===== src/rtl/tx_sync_consts.svh =====
// Offsets, field positions, reset values and timing counts of the transmit sync block
`ifndef TX_SYNC_CONSTS_SVH
`define TX_SYNC_CONSTS_SVH

`define ADR_CTRL        8'h00
`define ADR_STATUS      8'h04
`define ADR_SIG_DATA    8'h08

`define CTRL_ES_EN      0
`define CTRL_SYNC_OUT   1
`define CTRL_SYNC_MF    2
`define CTRL_SIG_INS    3
`define CTRL_PORT_OUT   4
`define CTRL_PORT_MF    5
`define CTRL_BP_ROUTE   6
`define CTRL_RESET      8'h00

`define STAT_FRAME_LSB  8
`define STAT_EMPTY_BIT  12
`define STAT_OVF_BIT    16
`define SIG_VALID_BIT   8

`define FRAME_LAST_BIT  8'hFF
`define MF_LAST_FRAME   4'hF
`define SIG_SLOT_BIT    3'h7
`define SIG_BYTE_LAST   3'h7

`define SYNC_RATE_HZ    8000
`define BP_CLOCK_HZ     16384000
`define BP_DIV_LAST     (11'(`BP_CLOCK_HZ / `SYNC_RATE_HZ - 1))

`define SIG_W           8
`define SIG_FIFO_DEPTH  4

`endif


===== src/rtl/tx_sync_pkg.sv =====
// Types shared by the transmit sync block
package tx_sync_pkg;

  typedef struct packed {
    logic [2:0]      line_clk;
    logic [2:0]      sys_clk;
    logic [2:0]      bp_clk;
    logic [1:0]      sync_in;
    logic [1:0]      sig_in;
    logic [1:0]      pcm_in;
    logic [1:0][7:0] port_in;
    logic [7:0]      port_prev;
    logic            sync_prev;
    logic [7:0]      ctrl;
    logic [7:0]      bit_cnt;
    logic [3:0]      frame_cnt;
    logic [10:0]     bp_cnt;
    logic            sync_pin_o;
    logic            sync_pin_oe_n;
    logic [7:0]      port_o;
    logic [7:0]      port_oe_n;
    logic            pcm_o;
    logic            rx_clk_o;
    logic            tx_clk_o;
    logic [7:0]      sig_byte;
    logic [2:0]      sig_nbits;
    logic            pend_valid;
    logic [7:0]      pend_byte;
    logic            ovf;
    logic            ack;
    logic [31:0]     dat;
  } state_s;

endpackage


===== src/rtl/tx_sync.sv =====
// Transmit system sync, backplane sync generator and signaling insertion
//
// Function
// - System sync input acts only while transmit elastic store enabled.
// - Sync pulse sets transmit frame or multiframe boundary as configured.
// - One sync pulse aligns all eight transmit ports together.
// - Sync input driven and sampled synchronous to transmit system clock.
// - Sync pin as output gives 8kHz pulse synchronous to backplane clock.
// - That pulse with backplane clock serves as interleaved bus master timing.
// - Backplane clock may source rx and tx system clocks and sync pin.
// - Signaling insertion samples signaling input into outgoing PCM stream.
// - Elastic store off: sample signaling on tx line clock falling edge.
// - Elastic store on: sample signaling on tx system clock falling edge.
// - Signaling streams support rates up to 16.384MHz in interleaved mode.
// - Port sync pin as output drives frame or multiframe pulse as programmed.
//
// Decided for this implementation: the register addresses and the Wishbone register port.
`timescale 1ns/1ps
`include "tx_sync_consts.svh"

module sig_fifo #(
  parameter int W = 8,
  parameter int D = 4
) (
  // Clock and reset
  input  wire logic         clk_i,
  input  wire logic         rst_i,
  // Fill side
  input  wire logic         in_valid_i,
  output logic              in_ready_o,
  input  wire logic [W-1:0] in_data_i,
  // Drain side
  output logic              out_valid_o,
  input  wire logic         out_ready_i,
  output logic [W-1:0]      out_data_o
);
  localparam int AW = (D > 1) ? $clog2(D) : 1;
  localparam int CW = $clog2(D + 1);

  typedef struct packed {
    logic [D-1:0][W-1:0] mem;
    logic [AW-1:0]       wp;
    logic [AW-1:0]       rp;
    logic [CW-1:0]       cnt;
  } fifo_s;

  fifo_s s_q;
  fifo_s s_d;
  logic  push;
  logic  pop;

  // Pointers wrap at D, which need not be a power of two
  function automatic logic [AW-1:0] ptr_next(input logic [AW-1:0] p);
    ptr_next = (p == AW'(D - 1)) ? '0 : p + AW'(1);
  endfunction

  // Ready drops at D entries; a push and a pop together keep the count
  assign in_ready_o  = (s_q.cnt != CW'(D));
  assign out_valid_o = (s_q.cnt != '0);
  assign out_data_o  = s_q.mem[s_q.rp];
  assign push        = in_valid_i & in_ready_o;
  assign pop         = out_valid_o & out_ready_i;

  always_comb begin
    s_d = s_q;
    if (push) begin
      s_d.mem[s_q.wp] = in_data_i;
      s_d.wp          = ptr_next(s_q.wp);
    end
    if (pop) begin
      s_d.rp = ptr_next(s_q.rp);
    end
    if (push && !pop) begin
      s_d.cnt = s_q.cnt + CW'(1);
    end else if (pop && !push) begin
      s_d.cnt = s_q.cnt - CW'(1);
    end
  end

  always_ff @(posedge clk_i) begin
    if (rst_i) begin
      s_q <= '0;
    end else begin
      s_q <= s_d;
    end
  end
endmodule // sig_fifo

module tx_sync (
  // Clock and reset
  input  wire logic        clk_i,
  input  wire logic        rst_i,
  // Wishbone slave
  input  wire logic        wb_cyc_i,
  input  wire logic        wb_stb_i,
  input  wire logic        wb_we_i,
  input  wire logic [7:0]  wb_adr_i,
  input  wire logic [3:0]  wb_sel_i,
  input  wire logic [31:0] wb_dat_i,
  output logic             wb_ack_o,
  output logic [31:0]      wb_dat_o,
  // Clock pins
  input  wire logic        tx_line_clock_i,
  input  wire logic        tx_system_clock_i,
  input  wire logic        backplane_clock_i,
  output logic             rx_system_clock_o,
  output logic             tx_system_clock_o,
  // System sync pin
  input  wire logic        tx_system_sync_pin_i,
  output logic             tx_system_sync_pin_o,
  output logic             tx_system_sync_pin_oe_n_o,
  // Per-port sync pins
  input  wire logic [7:0]  tx_port_sync_pin_i,
  output logic [7:0]       tx_port_sync_pin_o,
  output logic [7:0]       tx_port_sync_pin_oe_n_o,
  // Signaling and PCM stream
  input  wire logic        tx_signaling_input_i,
  input  wire logic        tx_pcm_i,
  output logic             tx_pcm_o
);
  tx_sync_pkg::state_s s_q;
  tx_sync_pkg::state_s s_d;

  logic        fifo_in_ready;
  logic        fifo_out_valid;
  logic [7:0]  fifo_out_data;
  logic        fifo_pop;
  logic        req;

  // Edge detect on a synchronised pin: [1] is current, [2] is previous
  function automatic logic rise3(input logic [2:0] s);
    rise3 = s[1] & ~s[2];
  endfunction

  function automatic logic fall3(input logic [2:0] s);
    fall3 = ~s[1] & s[2];
  endfunction

  // Frame pulse, or multiframe pulse when only frame zero counts
  function automatic logic port_mark(input logic [7:0] cnt_bit, input logic [3:0] cnt_frame,
                                     input logic mf);
    port_mark = (cnt_bit == 8'h00) & (~mf | (cnt_frame == 4'h0));
  endfunction

  assign req      = wb_cyc_i & wb_stb_i & ~s_q.ack;
  assign fifo_pop = req & ~wb_we_i & (wb_adr_i == `ADR_SIG_DATA);

  sig_fifo #(
    .W (`SIG_W),
    .D (`SIG_FIFO_DEPTH)
  ) u_sig_fifo (
    .clk_i       (clk_i),
    .rst_i       (rst_i),
    .in_valid_i  (s_q.pend_valid),
    .in_ready_o  (fifo_in_ready),
    .in_data_i   (s_q.pend_byte),
    .out_valid_o (fifo_out_valid),
    .out_ready_i (fifo_pop),
    .out_data_o  (fifo_out_data)
  );

  always_comb begin
    logic       es_en;
    logic       bp_route;
    logic       sys_src_rise;
    logic       sys_src_fall;
    logic       line_fall;
    logic       step;
    logic       sync_pulse;
    logic       port_any;
    logic       port_pulse;
    logic       align;
    logic       mf_align;
    logic       sig_ins;
    logic       sync_out_en;
    logic       port_out_en;
    logic       bp_wrap;
    logic       byte_done;
    logic       ovf_set;
    logic       ovf_clr;
    logic [2:0] sys_src;

    // Control decode
    es_en        = s_q.ctrl[`CTRL_ES_EN];
    bp_route     = s_q.ctrl[`CTRL_BP_ROUTE];
    sig_ins      = s_q.ctrl[`CTRL_SIG_INS];
    sync_out_en  = s_q.ctrl[`CTRL_SYNC_OUT];
    port_out_en  = s_q.ctrl[`CTRL_PORT_OUT];
    sys_src      = bp_route ? s_q.bp_clk : s_q.sys_clk;
    sys_src_rise = rise3(sys_src);
    sys_src_fall = fall3(sys_src);
    line_fall    = fall3(s_q.line_clk);
    bp_wrap      = (s_q.bp_cnt == `BP_DIV_LAST);

    // Frame timing steps on the falling edge of the active transmit clock
    step         = es_en ? sys_src_fall : line_fall;
    byte_done    = step & sig_ins
                   & (s_q.sig_nbits == `SIG_BYTE_LAST);
    ovf_set      = byte_done & s_q.pend_valid
                   & ~fifo_in_ready;
    ovf_clr      = req & wb_we_i & (wb_adr_i == `ADR_STATUS)
                   & wb_sel_i[2] & wb_dat_i[`STAT_OVF_BIT];
    // Per-cycle defaults
    sync_pulse   = 1'b0;
    port_any     = 1'b0;
    port_pulse   = 1'b0;
    align        = 1'b0;
    mf_align     = 1'b0;

    s_d          = s_q;

    // Pin synchronisers, two flops before any logic
    // Clock pins are sampled, so each must stay below a sixth of clk
    s_d.line_clk = {s_q.line_clk[1:0], tx_line_clock_i};
    s_d.sys_clk  = {s_q.sys_clk[1:0], tx_system_clock_i};
    s_d.bp_clk   = {s_q.bp_clk[1:0], backplane_clock_i};
    s_d.sync_in  = {s_q.sync_in[0], tx_system_sync_pin_i};
    s_d.sig_in   = {s_q.sig_in[0], tx_signaling_input_i};
    s_d.pcm_in   = {s_q.pcm_in[0], tx_pcm_i};
    s_d.port_in  = {s_q.port_in[0], tx_port_sync_pin_i};

    // Sync input taken on the system clock rising edge
    // Only a rising sync edge counts, and none while the pin drives
    if (sys_src_rise) begin
      s_d.sync_prev = s_q.sync_in[1];
      sync_pulse    = s_q.sync_in[1] & ~s_q.sync_prev & es_en & ~sync_out_en;
    end

    // Port sync pins as inputs align the line-timed frame
    s_d.port_prev = s_q.port_in[1];
    port_any      = |(s_q.port_in[1] & ~s_q.port_prev);
    port_pulse    = port_any & ~es_en & ~port_out_en;

    align    = sync_pulse | port_pulse;
    mf_align = align & s_q.ctrl[`CTRL_SYNC_MF];

    // Alignment wins over a step in the same cycle
    if (align) begin
      s_d.bit_cnt = '0;
      if (mf_align) begin
        s_d.frame_cnt = '0;
      end
    end else if (step) begin
      s_d.bit_cnt = s_q.bit_cnt + 8'h01;
      if (s_q.bit_cnt == `FRAME_LAST_BIT) begin
        s_d.frame_cnt = s_q.frame_cnt + 4'h1;
      end
    end

    // Signaling sampling and insertion into PCM
    if (step) begin
      s_d.pcm_o = s_q.pcm_in[1];
      if (sig_ins) begin
        if (s_q.bit_cnt[2:0] == `SIG_SLOT_BIT) begin
          s_d.pcm_o = s_q.sig_in[1];
        end
        s_d.sig_byte  = {s_q.sig_byte[6:0], s_q.sig_in[1]};
        s_d.sig_nbits = s_q.sig_nbits + 3'h1;
      end
    end
    if (s_q.pend_valid && fifo_in_ready) begin
      s_d.pend_valid = 1'b0;
    end
    // A byte finished while the last one still waits for room overwrites it
    if (byte_done) begin
      s_d.pend_byte  = {s_q.sig_byte[6:0], s_q.sig_in[1]};
      s_d.pend_valid = 1'b1;
    end
    // Overflow sticks; its set wins over a same-cycle clear
    if (ovf_set) begin
      s_d.ovf = 1'b1;
    end

    // Per-port sync outputs, all eight on one shared timing
    for (int p = 0; p < 8; p++) begin
      s_d.port_oe_n[p] = ~port_out_en;
      s_d.port_o[p]    = port_mark(s_q.bit_cnt, s_q.frame_cnt, s_q.ctrl[`CTRL_PORT_MF]);
    end

    // 8kHz sync generator on the backplane clock
    if (rise3(s_q.bp_clk)) begin
      s_d.bp_cnt     = bp_wrap ? 11'h000 : s_q.bp_cnt + 11'h001;
      s_d.sync_pin_o = bp_wrap & sync_out_en;
    end
    s_d.sync_pin_oe_n = ~sync_out_en;

    // Backplane clock routed out as system clocks
    // Both stay low while routing is off
    s_d.rx_clk_o = bp_route & s_q.bp_clk[1];
    s_d.tx_clk_o = bp_route & s_q.bp_clk[1];

    // Wishbone slave, one wait state
    // Ack is registered, so a strobe held under ack is not taken twice
    s_d.ack = req;
    s_d.dat = '0;
    if (req) begin
      case (wb_adr_i)
        `ADR_CTRL: begin
          s_d.dat[7:0] = s_q.ctrl;
          if (wb_we_i && wb_sel_i[0]) begin
            s_d.ctrl = wb_dat_i[7:0];
          end
        end
        `ADR_STATUS: begin
          s_d.dat[7:0]                       = s_q.bit_cnt;
          s_d.dat[`STAT_FRAME_LSB +: 4]      = s_q.frame_cnt;
          s_d.dat[`STAT_EMPTY_BIT]           = ~fifo_out_valid;
          s_d.dat[`STAT_OVF_BIT]             = s_q.ovf;
          if (ovf_clr) begin
            s_d.ovf = ovf_set;
          end
        end
        `ADR_SIG_DATA: begin
          s_d.dat[7:0]            = fifo_out_valid ? fifo_out_data : 8'h00;
          s_d.dat[`SIG_VALID_BIT] = fifo_out_valid;
        end
        default: begin
          s_d.dat = '0;
        end
      endcase
    end
  end

  // Reset releases the system and port sync pins and clears the counters
  always_ff @(posedge clk_i) begin
    if (rst_i) begin
      s_q           <= '0;
      s_q.ctrl      <= `CTRL_RESET;
      s_q.sync_pin_oe_n <= 1'b1;
      s_q.port_oe_n <= 8'hFF;
    end else begin
      s_q <= s_d;
    end
  end

  // Outputs come straight from the registered state
  assign wb_ack_o                  = s_q.ack;
  assign wb_dat_o                  = s_q.dat;
  assign rx_system_clock_o         = s_q.rx_clk_o;
  assign tx_system_clock_o         = s_q.tx_clk_o;
  assign tx_system_sync_pin_o      = s_q.sync_pin_o;
  assign tx_system_sync_pin_oe_n_o = s_q.sync_pin_oe_n;
  assign tx_port_sync_pin_o        = s_q.port_o;
  assign tx_port_sync_pin_oe_n_o   = s_q.port_oe_n;
  assign tx_pcm_o                  = s_q.pcm_o;
endmodule // tx_sync


===== config.mk =====
export PLATFORM = sky130hd
export DESIGN_NAME = tx_sync
export DESIGN_NICKNAME = d
export VERILOG_FILES = /design/src/rtl/tx_sync_pkg.sv /design/src/rtl/tx_sync.sv
export VERILOG_INCLUDE_DIRS = /design/src /design/src/rtl
export SDC_FILE = /design/constraint.sdc
export NUM_CORES = 1
export LEC_CHECK = 0
export BUFFER_PORTS_ARGS = -buffer_cell sky130_fd_sc_hd__buf_2
export CAP_MARGIN = 30
export CORE_MARGIN = 2
export CORE_UTILIZATION = 59
export DETAILED_ROUTE_END_ITERATION = 8
export GPL_TIMING_DRIVEN = 0
export PLACE_DENSITY = 0.92
export SLEW_MARGIN = 20
export SYNTH_ARGS = -nofsm -noshare
export SYNTH_HDL_FRONTEND = slang
export SYNTH_SLANG_ARGS = --single-unit

===== constraint.sdc =====
create_clock -name clk_i -period 4.5 [get_ports clk_i]
set_clock_uncertainty 0.1 [all_clocks]
set_input_delay 0.225 -clock clk_i [delete_from_list [all_inputs] [get_ports clk_i]]
set_output_delay 0.225 -clock clk_i [all_outputs]
set_load 0.02 [all_outputs]

==> flow_summary.ini, run 1 <==
[outcome]
outcome = finished, final reports clean

[finish]
layout_common_cells = 151 x dfxtp_1, 78 x buf_2, 77 x nand2_1
fillerInstances = 630
layout_commonest_cell = dfxtp_1
antenna_cells = 0
area_growth_pct = 23.2
drive_above_1_share = 0.223
nets = 890
fin_cells = 961

[yosys]
seq_area_frac_synth = 0.481
ys_types = 56
synth_top_cell_area_share = 0.481
synth_area_leaders = dfxtp_1 48%, buf_4 6.0%, a21oi_1 4.8%, nand2_1 4.6%, nand3_1 4.5%
synth_area_um2 = 6280
ys_warn_count = 0
synth_area_per_cell_um2 = 9.27
synth_cells = 678
synth_top_cell_by_area = dfxtp_1
ys_ff_latch = 151

[timing]
slew_headroom = 0.429
maxSlewViolCount = 0
worstMarginPinSlew_ns = 0.843
final.setup.tns_ns = 0
rsz0062_at_grt = false
finalHoldViolations = 0
setup_ws_ns = 1.72
fmax_ghz = 0.360
finalCritPeriodShare = 0.618
period_minus_slack_ns = 2.78
setup_viol = 0

[global_route]
grt_pass1_vias = 5462
grt_max_degree = 20
overflow = 0
grt_pass1_wl_um = 27100
antenna_found_initial = 0
grt_usage = 0.307

[pwr]
p_per_area_nw_per_um2 = 377
comb_power_share = 0.049
p_sw_w = 0.000767
p_leak_nw = 3.16
p_seq_frac = 0.466
clkPwrFrac = 0.485
max-vdd-ir-drop_mv = 0.248
internal_power_w = 0.00215
power.total_w = 0.00292
swShare = 0.263

[worst_setup_path]
worstRegToRegCells = 9
r2r_setup_slack_ns = 1.72
crit_fanout = 10
cp.arrival_ns = 3.15
r2r-end = u_sig_fifo.s_q[2]$_SDFFE_PP0P_
start_kind = flip-flop
critPathRequiredTime_ns = 4.87
r2r_start = u_sig_fifo.s_q[0]$_SDFFE_PP0P_
crit_type = flip-flop to flip-flop
crit_path_end_kind = flip-flop

[route]
first_pass_iters = 6
drt_wl_total_um = 17100
post_drt_wl_per_cell_um = 17.8
drt-initial-drc-count = 581
via_count = 5529
drc = 0
routed_via_density = 5.75
final_antenna_net_count = 0

[placement]
io_buffers = 72
place_inst = 903
place.gp.congestion = 0.929
dp_hpwl_um = 10400
place_worst_setup_slack_ns = 1.85

[floorplan]
coreArea_um2 = 10300
dieWidth_um = 107
dieArea_um2 = 11500
initial_utilization = 0.609
die_h_um = 107
row_count = 37
io-pin-count = 117

[min_path]
hold_path_class = primary input to flip-flop
hold_depth = 4
holdCritStartpoint = wb_dat_i[16]
hold_end = s_q[33]$_SDFF_PP0_

[clocking]
clock-sinks = 151
clockBufferDepth = 2
cts_setup_buffers = 0
clk-insertion-delay-late_ns = 0.54
clkTransAtPathRegs_ns = 0.07
htreeDepth = 4
cts_tree = yes
cts_made_buffers = 17
cts_resized = 0
cts_root_buffer = clkbuf_8

[run]
drv_cap = 0
-- through the flow --
| stage | util | hold WS, ns | area, um^2 |
|---|---|---|---|
| CTS | 0.750 | 0.00210 | 7740 |
| global placement | 0.666 | 0.315 | 6880 |
| detailed placement | 0.666 | 0.318 | 6880 |
| floorplan | - | 0.253 | 6350 |
| finish | 0.750 | 0.0403 | 7740 |
| global route | 0.750 | 0.0591 | 7740 |
-- layout make-up --
type                    instances  area (um^2)  area share
well taps                     136          170      0.0220
clock buffers                  17          414      0.0535
multi-input cells             449         2750       0.355
plain buffers                  83          533      0.0688
repair buffers                 98          621      0.0801
inverters                      12         45.0     0.00582
clock inverters                15          191      0.0247
flip-flops and latches        151         3020       0.390
-- Yosys cell counts, drive strengths merged --
| library cell | number |
|---|---|
| ha | 14 |
| o311ai | 1 |
| nand2b | 7 |
| fa | 1 |
| a21o | 1 |
| and3b | 2 |
| a311oi | 1 |
| o31a | 1 |
| nor3b | 2 |
| or2 | 4 |
| or3 | 5 |
| buf | 61 |
| a21boi | 1 |
| and3 | 9 |
| nand4bb | 1 |
| xor2 | 12 |
| clkbuf | 22 |
| mux2i | 24 |
| dfxtp | 151 |
| conb | 1 |
| nor4b | 1 |
| or3b | 1 |
| o2111ai | 1 |
| nand3 | 58 |
| inv | 12 |
| nor2b | 37 |
| xnor2 | 5 |
| mux4 | 8 |
| nand4b | 1 |
| nor4 | 2 |
| a22oi | 8 |
| o21ai | 3 |
| a222oi | 1 |
| o22ai | 2 |
| nand4 | 6 |
| and2 | 3 |
| nand2 | 77 |
| nor3 | 6 |
| nand3b | 3 |
| a21oi | 60 |
| nor2 | 55 |
| and4 | 4 |
| and4bb | 1 |
| a31oi | 2 |
-- power by group through the flow --
stage               Clock (W)  Combinational [W]  Sequential, W
global route          0.00147           0.000152        0.00136
finish                0.00142           0.000142        0.00136
floorplan                   0          0.0000813        0.00139
detailed placement          0           0.000119        0.00139
CTS                   0.00142           0.000138        0.00136
global placement            0           0.000115        0.00139
-- kinds of logic after synthesis --
kind of cell,count (synthesis),synth area share
AOI/OAI and AO/OA,82,0.0743
xor gates and xnor gates,17,0.0237
adders and majority gates,15,0.0311
buffers and inverters,95,0.0920
DFF,151,0.481
muxes,32,0.0669
other,1,0.000597
and+or+nand+nor,285,0.231
-- layer usage --
layer	vias up	share of wire	GRT usage
met5	-	0	0
met3	79	0.092	0.0687
li1	2513	-	-
met2	364	0.49	0.516
met1	2573	0.37	0.360
met4	0	0.049	0.171
-- worst max-delay path by stage --
stage | to | cells after the start | start | slack (ns)
finish | u_sig_fifo.s_q[2]$_SDFFE_PP0P_ | 9 | u_sig_fifo.s_q[0]$_SDFFE_PP0P_ | 1.72
CTS | u_sig_fifo.s_q[2]$_SDFFE_PP0P_ | 9 | u_sig_fifo.s_q[0]$_SDFFE_PP0P_ | 1.76
floorplan | u_sig_fifo.s_q[2]$_SDFFE_PP0P_ | 9 | u_sig_fifo.s_q[0]$_SDFFE_PP0P_ | 2.17
global placement | u_sig_fifo.s_q[2]$_SDFFE_PP0P_ | 9 | u_sig_fifo.s_q[0]$_SDFFE_PP0P_ | 1.93
detailed placement | u_sig_fifo.s_q[2]$_SDFFE_PP0P_ | 9 | u_sig_fifo.s_q[0]$_SDFFE_PP0P_ | 1.85
global route | u_sig_fifo.s_q[2]$_SDFFE_PP0P_ | 9 | u_sig_fifo.s_q[0]$_SDFFE_PP0P_ | 1.59
-- timing repair --
item                                    CTS  global route
hold endpoints to repair                 25             0
endpoints found under the setup margin    0             0
hold buffers                             26             0
-- sequential cells by signal, indices dropped and copies added (netlist names) --
signal,flops
tx_port_sync_pin_oe_n_o,1
s_d,25
tx_system_clock_o,1
s_q,66
u_sig_fifo.s_q,39
tx_port_sync_pin_o,1
wb_ack_o,1
tx_system_sync_pin_o,1
tx_pcm_o,1
tx_system_sync_pin_oe_n_o,1
wb_dat_o,14
-- worst max-delay path: stages, from the launching register on --
cell and delay [ns]:
dfxtp_1 0.41, nor2_1 0.09, a21boi_1 0.29, clkbuf_1 0.48, ha_1 0.28, inv_1 0.06, fa_1 0.37, xor2_1 0.18
or3_1 0.31, a21oi_1 0.14
Note: power is estimated with default switching activity, not from simulation.
==> inputs of run 2 (changes only) <==
ABC_AREA = 1   (was default)
CORE_UTILIZATION = 55   (was 59)
PLACE_DENSITY = 0.87   (was 0.92)
clock period = 2.8 ns   (was 4.5 ns; I/O delays follow)
==> run 2 against run 1 <==
  * Final area increased by 2.8%
  * Final cell count grew 18%
  * Die area up 8.8%
  * Highest routed layer unchanged
==> flow_summary.ini, run 2 <==
[timing]
fmax_ghz = 0.381
whs_ns = 0.0127
final.setup.tns_ns = 0
maxSlewViolCount = 0
period_minus_slack_ns = 2.62
finalHoldViolations = 0
rsz0062_at_grt = false
setup_viol = 0
slew_headroom = 0.557
finalCritPeriodShare = 0.937
worstMarginPinSlew_ns = 0.665

[placement]
place_inst = 1072
dp_hpwl_um = 9790
io_buffers = 73
dpl_cell_area_um2 = 7000
place.gp.congestion = 0.929

[route]
drc = 0
first_pass_iters = 7
drt_wl_total_um = 15900
drt-initial-drc-count = 555
via_count = 5871
post_drt_wl_per_cell_um = 14.0
routed_via_density = 5.18
final_antenna_net_count = 0

[worst_setup_path]
crit_path_end_kind = flip-flop
cpPeakStageDelay_ns = 0.46
start_kind = flip-flop
cpMostUsedCell = nor2_1
cp.arrival_ns = 2.87
crit_family = simple AND/OR/NAND/NOR gates
crit_type = flip-flop to flip-flop
critPathSlowestCell = dfxtp_1
crit_fanout = 10
worstPathCellList = nor3_1 > nor2_1 > clkbuf_2 > ha_1 > inv_1 > fa_1 > nor2_1 > nor2_1 > nand2_1 > o21ai_0 > a21oi_1
critPathRequiredTime_ns = 3.04
worstPathBufferInverterCount = 2

[pwr]
comb_power_share = 0.048
max-vdd-ir-drop_mv = 0.629
clkPwrFrac = 0.514
swShare = 0.216
power.total_w = 0.00499
p_per_area_nw_per_um2 = 627
internal_power_w = 0.00392
p_leak_nw = 3.34
p_seq_frac = 0.438
p_sw_w = 0.00108

[yosys]
ys_warn_count = 0
synth.top_cells.by_count = 163 x nand2_1, 151 x dfxtp_1, 105 x inv_1
synth-async-reset-ratio = 0
synth_area_um2 = 6390
synth.most_common_cell = nand2_1
synth_top_cell_area_share = 0.473
seq_area_frac_synth = 0.473
ys_ff_latch = 151
synth_area_per_cell_um2 = 7.62
synth_top_cell_by_area = dfxtp_1
ys_types = 33
synth_edf_count = 0
synth_top_flop_cell = dfxtp_1
synth_area_leaders = dfxtp_1 47%, nand2_1 9.6%, a21oi_1 6.7%, inv_1 6.2%, nor2_1 5.9%
synth_cells = 839

[global_route]
grt_pass1_wl_um = 25700
grt_usage = 0.257
grt_max_degree = 17
grt_pass1_vias = 5519
overflow = 0
antenna_found_initial = 0

[min_path]
hold_path_class = primary input to flip-flop

[clocking]
cts_root_buffer = clkbuf_16
clk-insertion-delay-late_ns = 0.43
clkTransAtPathRegs_ns = 0.06
clockBufferDepth = 2
htreeDepth = 4
clock-sinks = 151
cts_setup_buffers = 0
cts_tree = yes
cts_made_buffers = 17

[finish]
largest_reg_flops = 66
fin_cells = 1133
drive_above_1_share = 0.177
layout_common_cells = 163 x nand2_1, 151 x dfxtp_1, 105 x inv_1
area_growth_pct = 24.6
nets = 1055
fillerInstances = 813
final_cell_area_um2 = 7960
antenna_cells = 0
regMostFlops = s_q
layout_commonest_cell = nand2_1

[floorplan]
dieArea_um2 = 12500
io-pin-count = 117
row_count = 39
coreArea_um2 = 11400
die_h_um = 112
initial_utilization = 0.562
dieWidth_um = 112

[run]
drv_cap = 0

[outcome]
outcome = finished, final reports clean
## run 2: routing by layer
layer / up-vias / GRT usage / share of wire
met4: 0 / 0.130 / 0.037
met1: 2626 / 0.293 / 0.38
met5: - / 0 / 0
met2: 308 / 0.438 / 0.49
li1: 2867 / - / -
met3: 70 / 0.0762 / 0.092
## run 2: worst register-to-register path, cell delays in order, from the launching register on
cell and delay [ns]:
dfxtp_1 0.46, nor3_1 0.15, nor2_1 0.29, clkbuf_2 0.31, ha_1 0.18, inv_1 0.07, fa_1 0.39, nor2_1 0.13
nor2_1 0.06, nand2_1 0.09, o21ai_0 0.12, a21oi_1 0.19
## run 2: layout make-up
class | instances | area (um^2) | area share
plain buffers | 76 | 497 | 0.0624
clock inverters | 13 | 218 | 0.0273
inverters | 108 | 407 | 0.0511
clock buffers | 19 | 453 | 0.0569
multi-input cells | 521 | 2530 | 0.318
flip-flops and latches | 151 | 3020 | 0.380
repair buffers | 102 | 656 | 0.0823
well taps | 143 | 179 | 0.0225
## run 2: path summary, 6_finish.rpt
path                            cells after the start                      startpoint  slack (ns)                              to
worst min register to register                      2             s_d[129]$_SDFF_PP0_        0.30             s_d[113]$_SDFF_PP0_
worst max-delay path                               11  u_sig_fifo.s_q[0]$_SDFFE_PP0P_        0.18  u_sig_fifo.s_q[2]$_SDFFE_PP0P_
worst min-delay path                                4                     wb_adr_i[2]        0.01          wb_dat_o[1]$_SDFF_PP0_
worst max register to register                     11  u_sig_fifo.s_q[0]$_SDFFE_PP0P_        0.18  u_sig_fifo.s_q[2]$_SDFFE_PP0P_
## run 2: through the flow
stage / utilization / setup WS (ns)
final: 0.700 / 0.176
after global routing: 0.700 / 0.0373
after CTS: 0.700 / 0.166
after detailed placement: 0.616 / 0.264
after global placement: 0.616 / 0.342
after floorplan: - / 0.580
## run 2: kinds of logic after synthesis
group	share of synthesized area
compound gates	0.123
xor+xnor	0.0123
fa+ha+maj	0.0305
buf+inv	0.141
flops	0.473
other cells	0.000587
simple gates	0.219
## run 2: power groups by stage
stage	registers [W]	logic, W	clock network [W]
2_1_floorplan	0.00223	0.000142	0
3_3_place_gp	0.00223	0.000202	0
3_5_place_dp	0.00223	0.000206	0
4_1_cts	0.00219	0.000234	0.00257
5_1_grt	0.00219	0.000263	0.00268
6_report	0.00219	0.000240	0.00257
## run 2: repair_timing
action | 4_1_cts | 5_1_grt
hold buffers | 29 | 0
endpoints found under the setup margin | 0 | 1
hold endpoints to repair | 24 | 0
resized for setup | 0 | 2
==> inputs of run 3 (changes only) <==
BUFFER_PORTS_ARGS = default   (was -buffer_cell sky130_fd_sc_hd__buf_2)
CORE_UTILIZATION = 63   (was 55)
DONT_BUFFER_PORTS = 1   (was default)
==> run 3 against run 2 <==
  * Sequential power about the same
  * Sequential share of layout area increased by 2.0 points
  * Non-clock buffer count decreased by 62
  * Final cell count decreased by 6.4%
  * Core utilization increased by 7.1 points
  * Worst setup slack got worse by 0.056 ns
==> flow_summary.ini, run 3 (synthesized netlist as in run 2, its figures left out) <==
[floorplan]
io-pin-count = 117
initial_utilization = 0.651
coreArea_um2 = 9820
dieWidth_um = 105
die_h_um = 105
dieArea_um2 = 11000
row_count = 36

[worst_setup_path]
r2r-end = s_q[99]$_SDFFE_PP0P_
r2r_setup_slack_ns = 0.15
worstRegToRegCells = 8
crit_type = primary input to flip-flop
crit_path_end_kind = flip-flop
critPathRequiredTime_ns = 3.15
r2r_start = wb_ack_o$_SDFF_PP0_
crit_fanout = 10
start_kind = primary input
cp.arrival_ns = 3.04

[global_route]
grt_usage = 0.286
overflow = 0
grt_pass1_vias = 5361
grt_pass1_wl_um = 25000
grt_max_degree = 17
antenna_found_initial = 0

[route]
first_pass_iters = 6
drc = 0
routed_via_density = 5.37
final_antenna_net_count = 0
post_drt_wl_per_cell_um = 14.3
via_count = 5698
drt-initial-drc-count = 366
drt_wl_total_um = 15200

[finish]
fillerInstances = 636
layout_common_cells = 163 x nand2_1, 151 x dfxtp_1, 105 x inv_1
drive_above_1_share = 0.109
final_util = 0.771
area_growth_pct = 18.4
regMostFlops = s_q
layout_commonest_cell = nand2_1
antenna_cells = 0
largest_reg_flops = 66
nets = 993

[pwr]
p_leak_nw = 3.04
max-vdd-ir-drop_mv = 0.658
p_per_area_nw_per_um2 = 594

[clocking]
cts_setup_buffers = 0
htreeDepth = 4
clk-insertion-delay-late_ns = 0.53
cts_resized = 0
clkTransAtPathRegs_ns = 0.07
cts_root_buffer = clkbuf_8
cts_made_buffers = 17
clock-sinks = 151
clockBufferDepth = 2
cts_tree = yes

[timing]
worstMarginPinSlew_ns = 0.653
final.setup.tns_ns = 0
setup_viol = 0
whs_ns = 0.0311
fmax_ghz = 0.373
slew_headroom = 0.561
finalHoldViolations = 0
rsz0062_at_grt = false
period_minus_slack_ns = 2.68
maxSlewViolCount = 0
finalCritPeriodShare = 0.957

[min_path]
hold_end = s_q[47]$_SDFFE_PP0P_
hold_path_class = primary input to flip-flop
holdCritStartpoint = rst_i
hold_depth = 2

[placement]
dp_hpwl_um = 9510
io_buffers = 0
place.gp.congestion = 0.928

[outcome]
outcome = finished, final reports clean

[run]
drv_cap = 0
## run 3: cell count changes in the layout (fill, tap and decap cells not counted), sizes merged
cell,delta
buf,-73
bufinv,-5
clkbuf,-2
clkinv,+2
clkinvlp,-1
dlygate4sd3,+11
inv,+6
## run 3: metrics by stage
stage | total power (W) | instances | instance area (um^2) | setup slack (ns)
floorplan | 0.00237 | 856 | 6460 | 0.580
global placement | 0.00240 | 989 | 6620 | 0.377
detailed placement | 0.00240 | 989 | 6620 | 0.346
CTS | 0.00450 | 1061 | 7570 | 0.175
global route | 0.00462 | 1061 | 7570 | 0.0463
finish | 0.00450 | 1061 | 7570 | 0.119
## run 3: how the worst max path moves through the flow
stage / end / from / slack [ns] / depth (start not counted)
5_1_grt: s_q[98]$_SDFFE_PP0P_ / wb_ack_o$_SDFF_PP0_ / 0.05 / 8
3_5_place_dp: u_sig_fifo.s_q[1]$_SDFFE_PP0P_ / wb_adr_i[1] / 0.35 / 9
2_1_floorplan: u_sig_fifo.s_q[1]$_SDFFE_PP0P_ / wb_adr_i[1] / 0.58 / 9
3_3_place_gp: u_sig_fifo.s_q[1]$_SDFFE_PP0P_ / wb_adr_i[1] / 0.38 / 9
4_1_cts: s_q[102]$_SDFFE_PP0P_ / wb_adr_i[0] / 0.18 / 9
6_report: s_q[100]$_SDFFE_PP0P_ / wb_adr_i[0] / 0.12 / 9
## run 3: final cells by class
class	instances	area, um^2	area share
buffer	76	495	0.0654
clock buffer	17	414	0.0547
clock inverter	15	134	0.0177
inverter	108	407	0.0537
multi-input combinational	521	2530	0.334
sequential	151	3020	0.399
tap	133	166	0.0220
timing repair buffer	40	400	0.0529
## run 3: what timing repair did
action	CTS	global route
hold buffers	40	0
endpoints found under the hold margin	60	0
endpoints found under the setup margin	0	0
## run 3: layer usage
metal  up-vias  track usage  routed length (um)  part of all wire
li1       2754            -                   -                 -
met1      2591        0.335                5850              0.39
met2       301        0.487                7380              0.49
met3        52       0.0661                1440             0.095
met4         0        0.151                 478             0.032
met5         -            0                   0                 0
## run 3: power by group
part | leakage [nW] | internal (W) | switching [W]
Clock | 0.264 | 0.00113 | 0.000973
Combinational | 1.55 | 0.0000821 | 0.000129
Sequential | 1.22 | 0.00217 | 0.0000129
Total | 3.04 | 0.00338 | 0.00111
## run 3: critical path, stage by stage
cell	delay, ns
dlygate4sd3_1	0.52
or2_1	0.22
buf_6	0.14
nor4_4	0.26
dlygate4sd3_1	0.67
buf_2	0.23
nand4_1	0.12
dlygate4sd3_1	0.60
a21oi_1	0.14
